File: config.mk
export PLATFORM = sky130hd
export DESIGN_NAME = plp_lock_prescaler_regs
export DESIGN_NICKNAME = d
export VERILOG_FILES = /design/src/design/plp_pkg.sv /design/src/design/plp_pscl_if.sv /design/src/design/plp_lock_prescaler_regs.sv /design/src/design/plp_prescaler.sv
export SDC_FILE = /design/constraint.sdc
export NUM_CORES = 1
export LEC_CHECK = 0
export ABC_CLOCK_PERIOD_IN_PS = 1680
export BUFFER_PORTS_ARGS = -buffer_cell sky130_fd_sc_hd__buf_4
export CORE_MARGIN = 10
export CORE_UTILIZATION = 43
export DETAILED_ROUTE_END_ITERATION = 7
export GPL_TIMING_DRIVEN = 0
export PLACE_DENSITY = 0.76
export SETUP_SLACK_MARGIN = 0.5
export SLEW_MARGIN = 15
export SYNTH_ARGS = -nofsm -noshare
export SYNTH_HDL_FRONTEND = slang
export SYNTH_SLANG_ARGS = --single-unit
File: constraint.sdc
create_clock -name clock -period 1.68 [get_ports clock]
set_input_delay 0.168 -clock clock [delete_from_list [all_inputs] [get_ports clock]]
set_output_delay 0.168 -clock clock [all_outputs]
set_load 0.1 [all_outputs]
File: src/design/plp_pkg.sv
/*
  package of the lock readback and first prescaler register block.
  assumes a 32-bit axi4-lite bus with 12-bit byte addresses.
*/
package plp_pkg;
  localparam int unsigned ADDR_W = 12;
  localparam int unsigned IDX_W  = 10;

  // word indices; byte address is four times the index
  localparam logic [IDX_W-1:0] IDX_ERR_LOW  = 10'h01e;
  localparam logic [IDX_W-1:0] IDX_STATUS   = 10'h01f;
  localparam logic [IDX_W-1:0] IDX_PRESCALE = 10'h020;
  localparam logic [IDX_W-1:0] IDX_START    = 10'h040;
  localparam logic [IDX_W-1:0] IDX_IRQ_STS  = 10'h041;
  localparam logic [IDX_W-1:0] IDX_IRQ_CLR  = 10'h042;
  localparam logic [IDX_W-1:0] IDX_IRQ_EN   = 10'h043;

  // status byte fields
  localparam int unsigned ST_ERR_HI_LSB = 0;
  localparam int unsigned ST_LOCKED     = 2;
  localparam int unsigned ST_UNIT       = 3;
  localparam int unsigned ST_DONE       = 4;

  // prescaler control fields
  localparam int unsigned PS_RESET      = 0;
  localparam int unsigned PS_EN         = 1;
  localparam int unsigned PS_LDO        = 2;
  localparam int unsigned PS_RATIO_LSB  = 3;
  localparam logic [7:0]  PS_RESET_VAL  = 8'h16;

  // start register and interrupt bits
  localparam int unsigned START_BIT     = 4;
  localparam int unsigned IRQ_N         = 3;
  localparam int unsigned IRQ_DONE      = 0;
  localparam int unsigned IRQ_LOCK_UP   = 1;
  localparam int unsigned IRQ_LOCK_DOWN = 2;

  localparam logic [1:0] RESP_OKAY   = 2'h0;
  localparam logic [1:0] RESP_SLVERR = 2'h2;

  // ratio code to division ratio in half steps: 2, 2.5, 3, 3.5
  function automatic logic [3:0] ratio_half(input logic [1:0] code);
    ratio_half = 4'h4 + {2'h0, code};
  endfunction

  function automatic logic [IDX_W-1:0] word_idx(input logic [ADDR_W-1:0] addr);
    word_idx = addr[ADDR_W-1:2];
  endfunction
endpackage

File: src/design/plp_pscl_if.sv
/*
  carrier between the register block and the first prescaler model.
  assumes both ends share the register clock.
*/
`timescale 1ns/100ps
interface plp_pscl_if;
  logic [1:0] ratio;
  logic       enable;
  logic       regulator_enable;
  logic       reset_pulse;
  logic       tick;

  modport ctrl (output ratio, output enable, output regulator_enable,
                output reset_pulse, input tick);
  modport core (input ratio, input enable, input regulator_enable,
                input reset_pulse, output tick);
endinterface

File: src/design/plp_lock_prescaler_regs.sv
/*
  axi4-lite register block for lock readback and first prescaler control.
  assumes the lock detector gives a one-cycle measurement strobe with its
  result, and a lock level, both synchronous to clock.
*/
`timescale 1ns/100ps
// Behaviour
// - low eight error bits read at index 0x01e.
// - error bits 9:8 sit in status bits 1:0 at index 0x01f.
// - status bit 3 gives error unit: 0 ppb, 1 ppm.
// - status bit 2 shows lock state, 1 when locked.
// - status bit 4 set when a measurement has completed.
// - ratio field 4:3 picks 2, 2.5, 3, 3.5; resets to 10.
// - prescaler output feeds channel dividers one and two.
// - bit 2 regulator enable, bit 1 prescaler enable, both reset to 1.
// - writing 1 to bit 0 resets prescaler at once, then self-clears.
// - measurements run only while the start bit is 1.
module plp_lock_prescaler_regs (
  input  wire logic                      clock,
  input  wire logic                      rst,
  input  wire logic [plp_pkg::ADDR_W-1:0] s_axi_awaddr,
  input  wire logic                      s_axi_awvalid,
  output logic                           s_axi_awready,
  input  wire logic [31:0]               s_axi_wdata,
  input  wire logic [3:0]                s_axi_wstrb,
  input  wire logic                      s_axi_wvalid,
  output logic                           s_axi_wready,
  output logic [1:0]                     s_axi_bresp,
  output logic                           s_axi_bvalid,
  input  wire logic                      s_axi_bready,
  input  wire logic [plp_pkg::ADDR_W-1:0] s_axi_araddr,
  input  wire logic                      s_axi_arvalid,
  output logic                           s_axi_arready,
  output logic [31:0]                    s_axi_rdata,
  output logic [1:0]                     s_axi_rresp,
  output logic                           s_axi_rvalid,
  input  wire logic                      s_axi_rready,
  input  wire logic                      meas_valid,
  input  wire logic [9:0]                meas_error,
  input  wire logic                      meas_unit_ppm,
  input  wire logic                      pll_locked,
  output logic                           lock_detector_start,
  output logic [1:0]                     first_prescaler_ratio,
  output logic                           first_prescaler_regulator_enable,
  output logic                           first_prescaler_enable,
  output logic                           first_prescaler_reset,
  output logic                           channel_divider_one_tick,
  output logic                           channel_divider_two_tick,
  output logic                           irq
);
  // bus group
  logic                       awready_ff, nxt_awready;
  logic                       wready_ff, nxt_wready;
  logic                       aw_held_ff, nxt_aw_held;
  logic                       w_held_ff, nxt_w_held;
  logic [plp_pkg::IDX_W-1:0]  wr_idx_ff, nxt_wr_idx;
  logic [31:0]                wdata_ff, nxt_wdata;
  logic                       wstrb0_ff, nxt_wstrb0;
  logic                       bvalid_ff, nxt_bvalid;
  logic [1:0]                 bresp_ff, nxt_bresp;
  logic                       arready_ff, nxt_arready;
  logic                       rvalid_ff, nxt_rvalid;
  logic [31:0]                rdata_ff, nxt_rdata;
  logic [1:0]                 rresp_ff, nxt_rresp;
  logic                       aw_take, w_take, ar_take, do_write;
  logic [plp_pkg::IDX_W-1:0]  rd_idx;

  // core group
  logic [9:0]                 err_ff, nxt_err;
  logic                       unit_ff, nxt_unit;
  logic                       done_ff, nxt_done;
  logic                       locked_ff, nxt_locked;
  logic                       start_ff, nxt_start;
  logic [1:0]                 ratio_ff, nxt_ratio;
  logic                       ldo_ff, nxt_ldo;
  logic                       en_ff, nxt_en;
  logic                       ps_rst_ff, nxt_ps_rst;
  logic [plp_pkg::IRQ_N-1:0]  sts_ff, nxt_sts;
  logic [plp_pkg::IRQ_N-1:0]  irq_en_ff, nxt_irq_en;
  logic                       irq_ff, nxt_irq;
  logic                       tick1_ff, tick2_ff;
  logic                       capture, wr_byte;
  logic [plp_pkg::IRQ_N-1:0]  events, clr_mask;
  logic [7:0]                 status_byte, prescale_byte;

  plp_pscl_if pscl ();

  plp_prescaler u_prescaler (
    .clock (clock),
    .rst   (rst),
    .pscl  (pscl.core)
  );

  assign pscl.ratio            = ratio_ff;
  assign pscl.enable           = en_ff;
  assign pscl.regulator_enable = ldo_ff;
  assign pscl.reset_pulse      = ps_rst_ff;

  assign status_byte = {3'h0, done_ff, unit_ff, locked_ff, err_ff[9:8]};
  // reset bit is write-only, so it always reads back zero
  assign prescale_byte = {3'h0, ratio_ff, ldo_ff, en_ff, 1'b0};

  assign aw_take  = s_axi_awvalid && awready_ff;
  assign w_take   = s_axi_wvalid && wready_ff;
  assign ar_take  = s_axi_arvalid && arready_ff;
  assign do_write = aw_held_ff && w_held_ff;
  assign rd_idx   = plp_pkg::word_idx(s_axi_araddr);
  assign wr_byte  = do_write && wstrb0_ff;

  // bus: address and data taken in either order, answered together
  always_comb begin
    nxt_aw_held = (aw_held_ff && !do_write) || aw_take;
    nxt_w_held  = (w_held_ff && !do_write) || w_take;
    nxt_wr_idx  = aw_take ? plp_pkg::word_idx(s_axi_awaddr) : wr_idx_ff;
    nxt_wdata   = w_take ? s_axi_wdata : wdata_ff;
    nxt_wstrb0  = w_take ? s_axi_wstrb[0] : wstrb0_ff;
    nxt_bvalid  = do_write || (bvalid_ff && !s_axi_bready);
    nxt_bresp   = bresp_ff;
    if (do_write) begin
      case (wr_idx_ff)
        plp_pkg::IDX_ERR_LOW, plp_pkg::IDX_STATUS, plp_pkg::IDX_PRESCALE,
        plp_pkg::IDX_START, plp_pkg::IDX_IRQ_STS, plp_pkg::IDX_IRQ_CLR,
        plp_pkg::IDX_IRQ_EN: nxt_bresp = plp_pkg::RESP_OKAY;
        default:             nxt_bresp = plp_pkg::RESP_SLVERR;
      endcase
    end
    nxt_awready = !nxt_aw_held && !nxt_bvalid;
    nxt_wready  = !nxt_w_held && !nxt_bvalid;
    nxt_rvalid  = ar_take || (rvalid_ff && !s_axi_rready);
    nxt_arready = !nxt_rvalid;
    nxt_rdata   = rdata_ff;
    nxt_rresp   = rresp_ff;
    // reads only sample state; no flag is touched by them
    if (ar_take) begin
      nxt_rresp = plp_pkg::RESP_OKAY;
      case (rd_idx)
        plp_pkg::IDX_ERR_LOW:  nxt_rdata = {24'h0, err_ff[7:0]};
        plp_pkg::IDX_STATUS:   nxt_rdata = {24'h0, status_byte};
        plp_pkg::IDX_PRESCALE: nxt_rdata = {24'h0, prescale_byte};
        plp_pkg::IDX_START: begin
          nxt_rdata = 32'h0;
          nxt_rdata[plp_pkg::START_BIT] = start_ff;
        end
        plp_pkg::IDX_IRQ_STS:  nxt_rdata = {29'h0, sts_ff};
        plp_pkg::IDX_IRQ_CLR:  nxt_rdata = 32'h0;
        plp_pkg::IDX_IRQ_EN:   nxt_rdata = {29'h0, irq_en_ff};
        default: begin
          nxt_rdata = 32'h0;
          nxt_rresp = plp_pkg::RESP_SLVERR;
        end
      endcase
    end
  end

  always_ff @(posedge clock) begin
    if (rst) begin
      awready_ff <= 1'b0;
      wready_ff  <= 1'b0;
      aw_held_ff <= 1'b0;
      w_held_ff  <= 1'b0;
      wr_idx_ff  <= 10'h000;
      wdata_ff   <= 32'h0;
      wstrb0_ff  <= 1'b0;
      bvalid_ff  <= 1'b0;
      bresp_ff   <= 2'h0;
      arready_ff <= 1'b0;
      rvalid_ff  <= 1'b0;
      rdata_ff   <= 32'h0;
      rresp_ff   <= 2'h0;
    end else begin
      awready_ff <= nxt_awready;
      wready_ff  <= nxt_wready;
      aw_held_ff <= nxt_aw_held;
      w_held_ff  <= nxt_w_held;
      wr_idx_ff  <= nxt_wr_idx;
      wdata_ff   <= nxt_wdata;
      wstrb0_ff  <= nxt_wstrb0;
      bvalid_ff  <= nxt_bvalid;
      bresp_ff   <= nxt_bresp;
      arready_ff <= nxt_arready;
      rvalid_ff  <= nxt_rvalid;
      rdata_ff   <= nxt_rdata;
      rresp_ff   <= nxt_rresp;
    end
  end

  // core: measurement capture, prescaler control, interrupts
  always_comb begin
    capture    = meas_valid && start_ff;
    nxt_err    = capture ? meas_error : err_ff;
    nxt_unit   = capture ? meas_unit_ppm : unit_ff;
    nxt_locked = pll_locked;
    nxt_start  = start_ff;
    nxt_ratio  = ratio_ff;
    nxt_ldo    = ldo_ff;
    nxt_en     = en_ff;
    nxt_ps_rst = 1'b0;
    nxt_irq_en = irq_en_ff;
    clr_mask   = '0;
    if (wr_byte) begin
      case (wr_idx_ff)
        plp_pkg::IDX_PRESCALE: begin
          // reserved bits 7:5 are dropped on write
          nxt_ratio  = wdata_ff[plp_pkg::PS_RATIO_LSB +: 2];
          nxt_ldo    = wdata_ff[plp_pkg::PS_LDO];
          nxt_en     = wdata_ff[plp_pkg::PS_EN];
          nxt_ps_rst = wdata_ff[plp_pkg::PS_RESET];
        end
        plp_pkg::IDX_START:   nxt_start  = wdata_ff[plp_pkg::START_BIT];
        plp_pkg::IDX_IRQ_CLR: clr_mask   = wdata_ff[plp_pkg::IRQ_N-1:0];
        plp_pkg::IDX_IRQ_EN:  nxt_irq_en = wdata_ff[plp_pkg::IRQ_N-1:0];
        default: ;
      endcase
    end
    // a stopped detector has no completed measurement to report
    nxt_done = nxt_start && (done_ff || capture);
    events = '0;
    events[plp_pkg::IRQ_DONE]      = capture;
    events[plp_pkg::IRQ_LOCK_UP]   = pll_locked && !locked_ff;
    events[plp_pkg::IRQ_LOCK_DOWN] = !pll_locked && locked_ff;
    // set beats clear so an event landing on the clear is kept
    nxt_sts = (sts_ff & ~clr_mask) | events;
    nxt_irq = |(nxt_sts & nxt_irq_en);
  end

  always_ff @(posedge clock) begin
    if (rst) begin
      err_ff    <= 10'h000;
      unit_ff   <= 1'b0;
      done_ff   <= 1'b0;
      locked_ff <= 1'b0;
      start_ff  <= 1'b0;
      ratio_ff  <= plp_pkg::PS_RESET_VAL[plp_pkg::PS_RATIO_LSB +: 2];
      ldo_ff    <= plp_pkg::PS_RESET_VAL[plp_pkg::PS_LDO];
      en_ff     <= plp_pkg::PS_RESET_VAL[plp_pkg::PS_EN];
      ps_rst_ff <= 1'b0;
      sts_ff    <= '0;
      irq_en_ff <= '0;
      irq_ff    <= 1'b0;
      tick1_ff  <= 1'b0;
      tick2_ff  <= 1'b0;
    end else begin
      err_ff    <= nxt_err;
      unit_ff   <= nxt_unit;
      done_ff   <= nxt_done;
      locked_ff <= nxt_locked;
      start_ff  <= nxt_start;
      ratio_ff  <= nxt_ratio;
      ldo_ff    <= nxt_ldo;
      en_ff     <= nxt_en;
      ps_rst_ff <= nxt_ps_rst;
      sts_ff    <= nxt_sts;
      irq_en_ff <= nxt_irq_en;
      irq_ff    <= nxt_irq;
      tick1_ff  <= pscl.tick;
      tick2_ff  <= pscl.tick;
    end
  end

  assign s_axi_awready = awready_ff;
  assign s_axi_wready  = wready_ff;
  assign s_axi_bvalid  = bvalid_ff;
  assign s_axi_bresp   = bresp_ff;
  assign s_axi_arready = arready_ff;
  assign s_axi_rvalid  = rvalid_ff;
  assign s_axi_rdata   = rdata_ff;
  assign s_axi_rresp   = rresp_ff;

  assign lock_detector_start              = start_ff;
  assign first_prescaler_ratio            = ratio_ff;
  assign first_prescaler_regulator_enable = ldo_ff;
  assign first_prescaler_enable           = en_ff;
  assign first_prescaler_reset            = ps_rst_ff;
  assign channel_divider_one_tick         = tick1_ff;
  assign channel_divider_two_tick         = tick2_ff;
  assign irq                              = irq_ff;
endmodule

File: src/design/plp_prescaler.sv
/*
  first prescaler model: emits ticks at the register clock divided by
  2, 2.5, 3 or 3.5 on average.
  assumes control comes from the register block on the same clock.
*/
`timescale 1ns/100ps
module plp_prescaler (
  input wire logic clock,
  input wire logic rst,
  plp_pscl_if.core pscl
);
  logic [3:0] acc_ff;
  logic [3:0] nxt_acc;
  logic       tick_ff;
  logic       nxt_tick;
  logic [3:0] sum;

  // half-step accumulator: fractional ratios dither between whole counts
  always_comb begin
    sum      = acc_ff + 4'h2;
    nxt_acc  = sum;
    nxt_tick = 1'b0;
    if (pscl.reset_pulse || !pscl.enable || !pscl.regulator_enable) begin
      nxt_acc = 4'h0;
    end else if (sum >= plp_pkg::ratio_half(pscl.ratio)) begin
      nxt_acc  = sum - plp_pkg::ratio_half(pscl.ratio);
      nxt_tick = 1'b1;
    end
  end

  always_ff @(posedge clock) begin
    if (rst) begin
      acc_ff  <= 4'h0;
      tick_ff <= 1'b0;
    end else begin
      acc_ff  <= nxt_acc;
      tick_ff <= nxt_tick;
    end
  end

  assign pscl.tick = tick_ff;
endmodule

==> metrics.md, run 1 <==
| Metric | Value |
|---|---|
| Max-slew headroom | 62.05% |
| Sw Share | 32.54% |
| Multi-input logic area | 1633 sq um |
| Clk pwr share | 32.8% |
| Part of the cycle the worst path needs | 92.34% |
| Nets | 551 |
| Crit-path cells | and4bb_2 > nand4_1 > o21ai_2 > a211oi_1 > a211o_1 |
| CP max FO | 5 |
| Ant diodes | 0 |
| Psw | 1393 uW |
| H-Tree Level Count | 3 |
| Gr usage total | 14.94% |
| Clock tree sinks | 65 |
| # setup viols final | 0 |
| Synth Flop Type | dfxtp_1 |
| DP Worst Slack | 0.1110 ns |
| Share of layout cells above drive strength 1 | 42.16% |
| Part of the power in registers | 39.4% |
| Most frequent cells in the layout | 99 x buf_4, 66 x nand2_1, 41 x a21oi_1 |
| Area of the die | 10590 sq um |
| DRC | 0 |
| Largest net degree at the start of global routing | 12 |
| Seq/Total Area, Yosys | 44.05% |
| Register bit total from synthesis | 65 |
| Filler instances | 579 |
| Post-synthesis to final-layout area growth | 45.02% |
| Aggregate negative setup slack | 0 ns |
| Post-route insts no fill | 552 |
| Skew-Pair Late Insertion Delay | 0.34 ns |
| Status | finished, final reports clean |
| GP Congestion | 0.9172 |
| Yosys warning count | 0 |
| Final wirelength | 8.093 mm |
| Vias | 2777 |
| Final hold viol count | 0 |
| Grt total ovfl | 0 |
| Post-synth EDFFs | 0 |
| Setup ws final | 0.1287 ns |
| Row cnt | 30 |
| Final ANT Viol Nets | 0 |
| Most common cell after layout, fill and taps aside | buf_4 |
| Vias per cell | 5.031 |
| Worst hold path type | in -> reg |
| Slew Limit Fails | 0 |
| Syn Area/Cell | 8.464 sq um |
| Max Buffers Root-to-Sink | 2 |
| Slowest Stage Delay on Critical Path | 0.36 ns |
| Worst Path Required | 1.91 ns |
| Chip width | 102.9 um |
| Worst path slowest cell | dfxtp_4 |
| Worst Skew | 0.007660 ns |
| Drt initial violations | 128 |
| Fmax achieved | 644.6 MHz |
| Comb pwr share | 27.7% |
| Top-area cell type share of the netlist area | 44.05% |
| Startpoint type of the worst setup path | flip-flop |
| Area contributors post-synth | dfxtp_1 44%, nand2_1 8.6%, a21oi_1 8.0% |
| Gate Count Post-Synth | 349 |
| Cts hold-fix bufs | 0 |
| Placed wire-length estimate | 6.198 mm |
| Routed WL per cell | 14.66 um |
| Distinct cell type count after synthesis | 49 |
| Crit Path Class | reg -> reg |
| Buffers on Ports | 68 |
| FFs w/ async S/R, synth | 0% |
| Fin crit period | 1.551 ns |
| First-pass GRT wire length | 12.35 mm |
| DR pass1 iterations | 4 |
| RSZ-0062 raised after global routing | true |
| Yosys top cell by area | dfxtp_1 |
| Cell internal pwr | 2887 uW |
| Number of global-route vias before repair | 2609 |
| Core area | 6719 sq um |
| TritonCTS Buffers | 9 |
| Placed Cells | 522 |
| Initial antenna violation count | 0 |
| Clk pin slew, worst setup/hold paths | 0.07 ns |
| Sequential cell area | 1364 sq um |
| Util after Layout | 63.76% |
| Die Span Y | 102.9 um |
| Total power | 4280 uW |
| Initial Utilization | 43.97% |
| I/O pins | 130 |
| Worst Tran Pin Value | 0.5692 ns |
| CP Capture Type | flip-flop |
| CTS tree | done |
| Critical path arrival | 1.78 ns |
| Max Cap Violations | 0 |
| Worst VDD drop | 490.5 uV |
| LEAKAGE | 0.001813 uW |
| Clk root buf | clkbuf_8 |
| PwrDens | 999.0 nW/um^2 |
| Cell Area, Synth | 2954 sq um |
-- power by group through the flow --
stage	Sequential, uW	Clock [uW]	Combinational (uW)
after floorplan	1810	0	699
after global placement	1710	0	982
after detailed placement	1720	0	1010
after CTS	1690	1430	1030
after global routing	1700	1500	1270
final	1690	1410	1190
-- through the flow --
stage          hold slack (ns)  instance area (sq um)
6_report               0.05937                   4284
2_1_floorplan           0.2962                   3193
4_1_cts                0.04993                   4106
3_3_place_gp            0.3948                   3804
3_5_place_dp            0.4082                   3804
5_1_grt                0.06203                   4284
-- timing repair --
item,CTS,global route
pin swaps,6,11
setup buffers,5,9
gates resized for setup,18,29
setup endpoints to repair,27,48
-- per-layer routing --
layer	share of wire (%)	routed length (um)	global-route usage [%]
met1	38	3101	15.99
met2	52	4199	26.13
met3	8.3	673	5.630
met4	1.5	119	5.561
met5	0	0	0
-- critical path: cells and delay by family, from the launching register on --
kind	cells	cell delay, ns
and+or+nand+nor	2	0.52
DFF	1	0.36
AOI/OAI and AO/OA	3	0.57
-- layout make-up --
type                    count  area share, %
inverters                   9         0.7886
well taps                  80          2.336
plain buffers              39          6.396
repair buffers             82          15.62
clock inverters             6          1.928
clock buffers              10          2.979
multi-input cells         261          38.11
flip-flops and latches     65          31.83
-- sequential cells by signal (all words and copies together) (netlist names), 2 cells and up --
register,cells
err_ff,10
wr_idx_ff,10
s_axi_rdata,8
wdata_ff,5
u_prescaler.acc_ff,4
irq_en_ff,3
sts_ff,3
first_prescaler_ratio,2
-- final timing paths --
path	start	endpoint	slack (ns)	cells past startpoint
max	wr_idx_ff[5]	irq	0.13	5
min reg2reg	u_prescaler.pscl.tick	channel_divider_two_tick	0.44	1
max reg2reg	wr_idx_ff[5]	irq	0.13	5
min	pll_locked	locked_ff	0.06	2
-- cell families after synthesis --
group           after synthesis  synth area share, %
flops                        65                44.05
xor+xnor                      2               0.5931
mux                           6                2.033
fa+ha+maj                     4                1.948
buf+inv                      48                9.784
other cells                   1               0.1269
simple gates                145                25.96
compound gates               78                15.50
-- cells in the mapped netlist, types with 3 or more instances --
master,instances
dfxtp_1,65
nor3_1,5
nor2b_1,9
clkbuf_1,5
mux2i_1,6
nor2_1,17
and2_1,6
nand4_1,5
a211o_1,3
o21ai_0,3
o21ai_1,6
inv_1,9
buf_4,29
a211oi_1,3
and3b_1,3
a22oi_1,4
buf_1,5
a21oi_1,47
nand2_1,68
nand3_1,8
ha_1,3
nand2b_1,5
No activity file was read; power rests on OpenSTA's default activity.
==> run 2: changes to the inputs <==
ABC_AREA = 1   (was unset)
PLACE_DENSITY = 0.75   (was 0.76)
SLEW_MARGIN = unset   (was 15)
==> run 2 against run 1 <==
  * Critical path depth rose by 4
  * Sequential cell count did not move
  * Setup slack improved by 0.15 ns
  * Utilization rose by 1.6 points
  * Hold slack got worse by 0.029 ns
  * Cell area rose by 5.4%
  * Non-clock buffer count rose by 6
  * Clock skew rose by 0.0051 ns
  * Largest cell class unchanged
==> metrics.md, run 2 <==
| Metric | Value |
|---|---|
| Drt initial violations | 130 (+1.6%) |
| CP dominant cell by count | inv_2 |
| WHS | 0.03039 ns (-0.02898 ns) |
| Aggregate negative setup slack | 0 ns (unchanged) |
| Top-area cell type share of the netlist area | 42.02% (-2.0 points) |
| DRC | 0 (unchanged) |
| Grt total ovfl | 0 (unchanged) |
| Fin crit period | 1.404 ns (-0.1470 ns) |
| Part of the cycle the worst path needs | 83.59% (-8.8 points) |
| FFs w/ async S/R, synth | 0% (unchanged) |
| Util after Layout | 65.36% (+1.6 points) |
| Gate Count Post-Synth | 429 (+23%) |
| TritonCTS Buffers | 9 (unchanged) |
| Placed cell area | 3915 sq um (+2.9%) |
| Final wirelength | 8.889 mm (+9.8%) |
| Commonest cells in the synthesized netlist | 74 x nor2_1, 65 x dfxtp_1, 54 x inv_1, 53 x nand2_1, 38 x o21ai_0 |
| Sw Share | 34.95% (+2.4 points) |
| Crit-path cells | inv_2 > ha_4 > inv_4 > fa_2 > nand2_2 > nand3_2 > inv_2 > o21ai_1 > a21oi_1 |
| Clk root buf | clkbuf_8 |
| PwrDens | 995.8 nW/um^2 (-0.33%) |
| Skew-Pair Late Insertion Delay | 0.35 ns (about the same) |
| Syn Area/Cell | 7.218 sq um (-15%) |
| Chip width | 104.9 um (+1.9%) |
| Post-synth EDFFs | 0 (unchanged) |
| Crit Path Class | reg -> reg |
| Nets | 637 (+16%) |
| Max Buffers Root-to-Sink | 2 (unchanged) |
| Clk pwr share | 31.2% (-1.6 points) |
| First-pass GRT wire length | 14.04 mm (+14%) |
| CP max FO | 3 (-2) |
| I/O pins | 130 (unchanged) |
| Max-slew headroom | 64.42% (+2.4 points) |
| Ant diodes | 0 (unchanged) |
| Area contributors post-synth | dfxtp_1 42%, nor2_1 9.0%, buf_4 6.8% |
| Initial Utilization | 44.84% (+0.87 points) |
| H-Tree Level Count | 3 (unchanged) |
| Part of the power in registers | 38.4% (-1.0 points) |
| Yosys top cell by area | dfxtp_1 |
| Worst path slowest cell | fa_2 |
| CTS tree | done |
| Number of global-route vias before repair | 2990 (+15%) |
| Buffers on Ports | 69 (+1.5%) |
| Status | finished, final reports clean |
| Most common cell after layout, fill and taps aside | buf_4 |
| GP Congestion | 0.9457 (+3.1%) |
| Clk pin slew, worst setup/hold paths | 0.07 ns (about the same) |
| Synth Flop Type | dfxtp_1 |
| Comb pwr share | 30.4% (+2.7 points) |
| Vias | 3068 (+10%) |
| CP Capture Type | flip-flop |
| Die Span Y | 104.9 um (+1.9%) |
| Placed wire-length estimate | 6.668 mm (+7.6%) |
| Most frequent cells in the layout | 102 x buf_4, 68 x nor2_1, 49 x inv_1 |
| Post-synthesis to final-layout area growth | 45.78% |
| Total power | 4495 uW (+5.0%) |
| Row cnt | 30 (unchanged) |
| Most numerous cell in the Yosys netlist | nor2_1 |
| Worst Path Required | 1.96 ns (+0.05 ns) |
| Worst Skew | 0.01279 ns (+0.005134 ns) |
| Worst hold path type | in -> reg |
| Clock tree sinks | 65 (unchanged) |
| Core area | 6907 sq um (+2.8%) |
| Register bit total from synthesis | 65 (unchanged) |
| Startpoint type of the worst setup path | flip-flop |
| Largest net degree at the start of global routing | 12 (unchanged) |
| Slew Limit Fails | 0 (unchanged) |
| Slowest Stage Delay on Critical Path | 0.34 ns (-0.02 ns) |
| Fin area | 4514 sq um (+5.4%) |
| # setup viols final | 0 (unchanged) |
| Initial antenna violation count | 0 (unchanged) |
| Cell Area, Synth | 3097 sq um (+4.8%) |
| Area of the die | 11000 sq um (+3.9%) |
| Seq/Total Area, Yosys | 42.02% (-2.0 points) |
| Max Cap Violations | 0 (unchanged) |
| LEAKAGE | 0.002206 uW (+22%) |
| Critical path arrival | 1.69 ns (-0.09 ns) |
| Gr usage total | 15.51% (+0.57 points) |
| DR pass1 iterations | 6 (+2) |
| Share of layout cells above drive strength 1 | 38.89% (-3.3 points) |
| Yosys warning count | 0 (unchanged) |
| Worst Tran Pin Value | 0.5336 ns (-0.03560 ns) |
| RSZ-0062 raised after global routing | true |
| Psw | 1571 uW (+13%) |
| Final hold viol count | 0 (unchanged) |
| Routed WL per cell | 13.59 um (-7.3%) |
| Distinct cell type count after synthesis | 30 (-39%) |
| Final ANT Viol Nets | 0 (unchanged) |
| Cell internal pwr | 2924 uW (+1.3%) |
| Vias per cell | 4.691 (-6.8%) |
| Worst VDD drop | 581.5 uV (+19%) |
| Fmax achieved | 712.1 MHz (+10%) |
-- run 2: repair_timing --
action                                 4_1_cts  5_1_grt
endpoints found under the hold margin        0        0
setup endpoints to repair                   30       32
gates resized for setup                     52       30
pin swaps                                   17       12
buffers inserted                            14        5
hold buffers                                 0        0
-- run 2: critical path, delay by kind of cell (launching register included) --
kind	cells	cell delay, ns
AOI/OAI and AO/OA	2	0.18
adders and majority gates	2	0.47
buffers and inverters	3	0.19
DFF	1	0.33
and+or+nand+nor	2	0.18
-- run 2: per-stage QoR --
step / setup slack (ns) / std cells
after floorplan: 0.1319 / 454
after global placement: 0.2264 / 619
after detailed placement: 0.2012 / 619
after CTS: 0.2673 / 649
after global routing: 0.1730 / 654
final: 0.2757 / 654
-- run 2: kinds of logic after synthesis --
| logic type | synth area share [%] |
|---|---|
| AOI/OAI and AO/OA | 13.74 |
| other | 0.1211 |
| buffers and inverters | 14.95 |
| and+or+nand+nor | 26.75 |
| xor gates and xnor gates | 0.5658 |
| adders and majority gates | 1.859 |
| DFF | 42.02 |
-- run 2: final timing paths --
path	slack, ns	startpoint	endpoint	depth (start not counted)
max	0.28	u_prescaler.acc_ff[0]	u_prescaler.acc_ff[1]	9
min	0.03	rst	irq_en_ff[1]	2
max reg2reg	0.28	u_prescaler.acc_ff[0]	u_prescaler.acc_ff[1]	9
min reg2reg	0.40	u_prescaler.pscl.tick	channel_divider_two_tick	2
-- run 2: area by class of cell --
cell class / instances / area [sq um]
clock inverter: 2 / 35.03
clock buffer: 14 / 173.9
timing repair buffer: 88 / 730.7
buffer: 39 / 267.8
multi-input combinational: 294 / 1615
fill: 606 / 2392
tap: 96 / 120.1
sequential: 65 / 1356
inverter: 56 / 215.2
-- run 2: power groups by stage --
stage	clock network (uW)	registers, uW	logic [uW]
final	1400	1730	1360
after global routing	1490	1740	1490
after CTS	1430	1720	1310
after detailed placement	0	1740	1220
after global placement	0	1740	1190
after floorplan	0	1890	826
-- run 2: layer usage --
metal / GRT usage (%) / part of all wire, % / vias up
li1: - / - / 1584
met1: 16.81 / 42 / 1399
met2: 27.22 / 51 / 77
met3: 6.388 / 5.8 / 8
met4: 4.118 / 1.5 / 0
met5: 0 / 0 / -
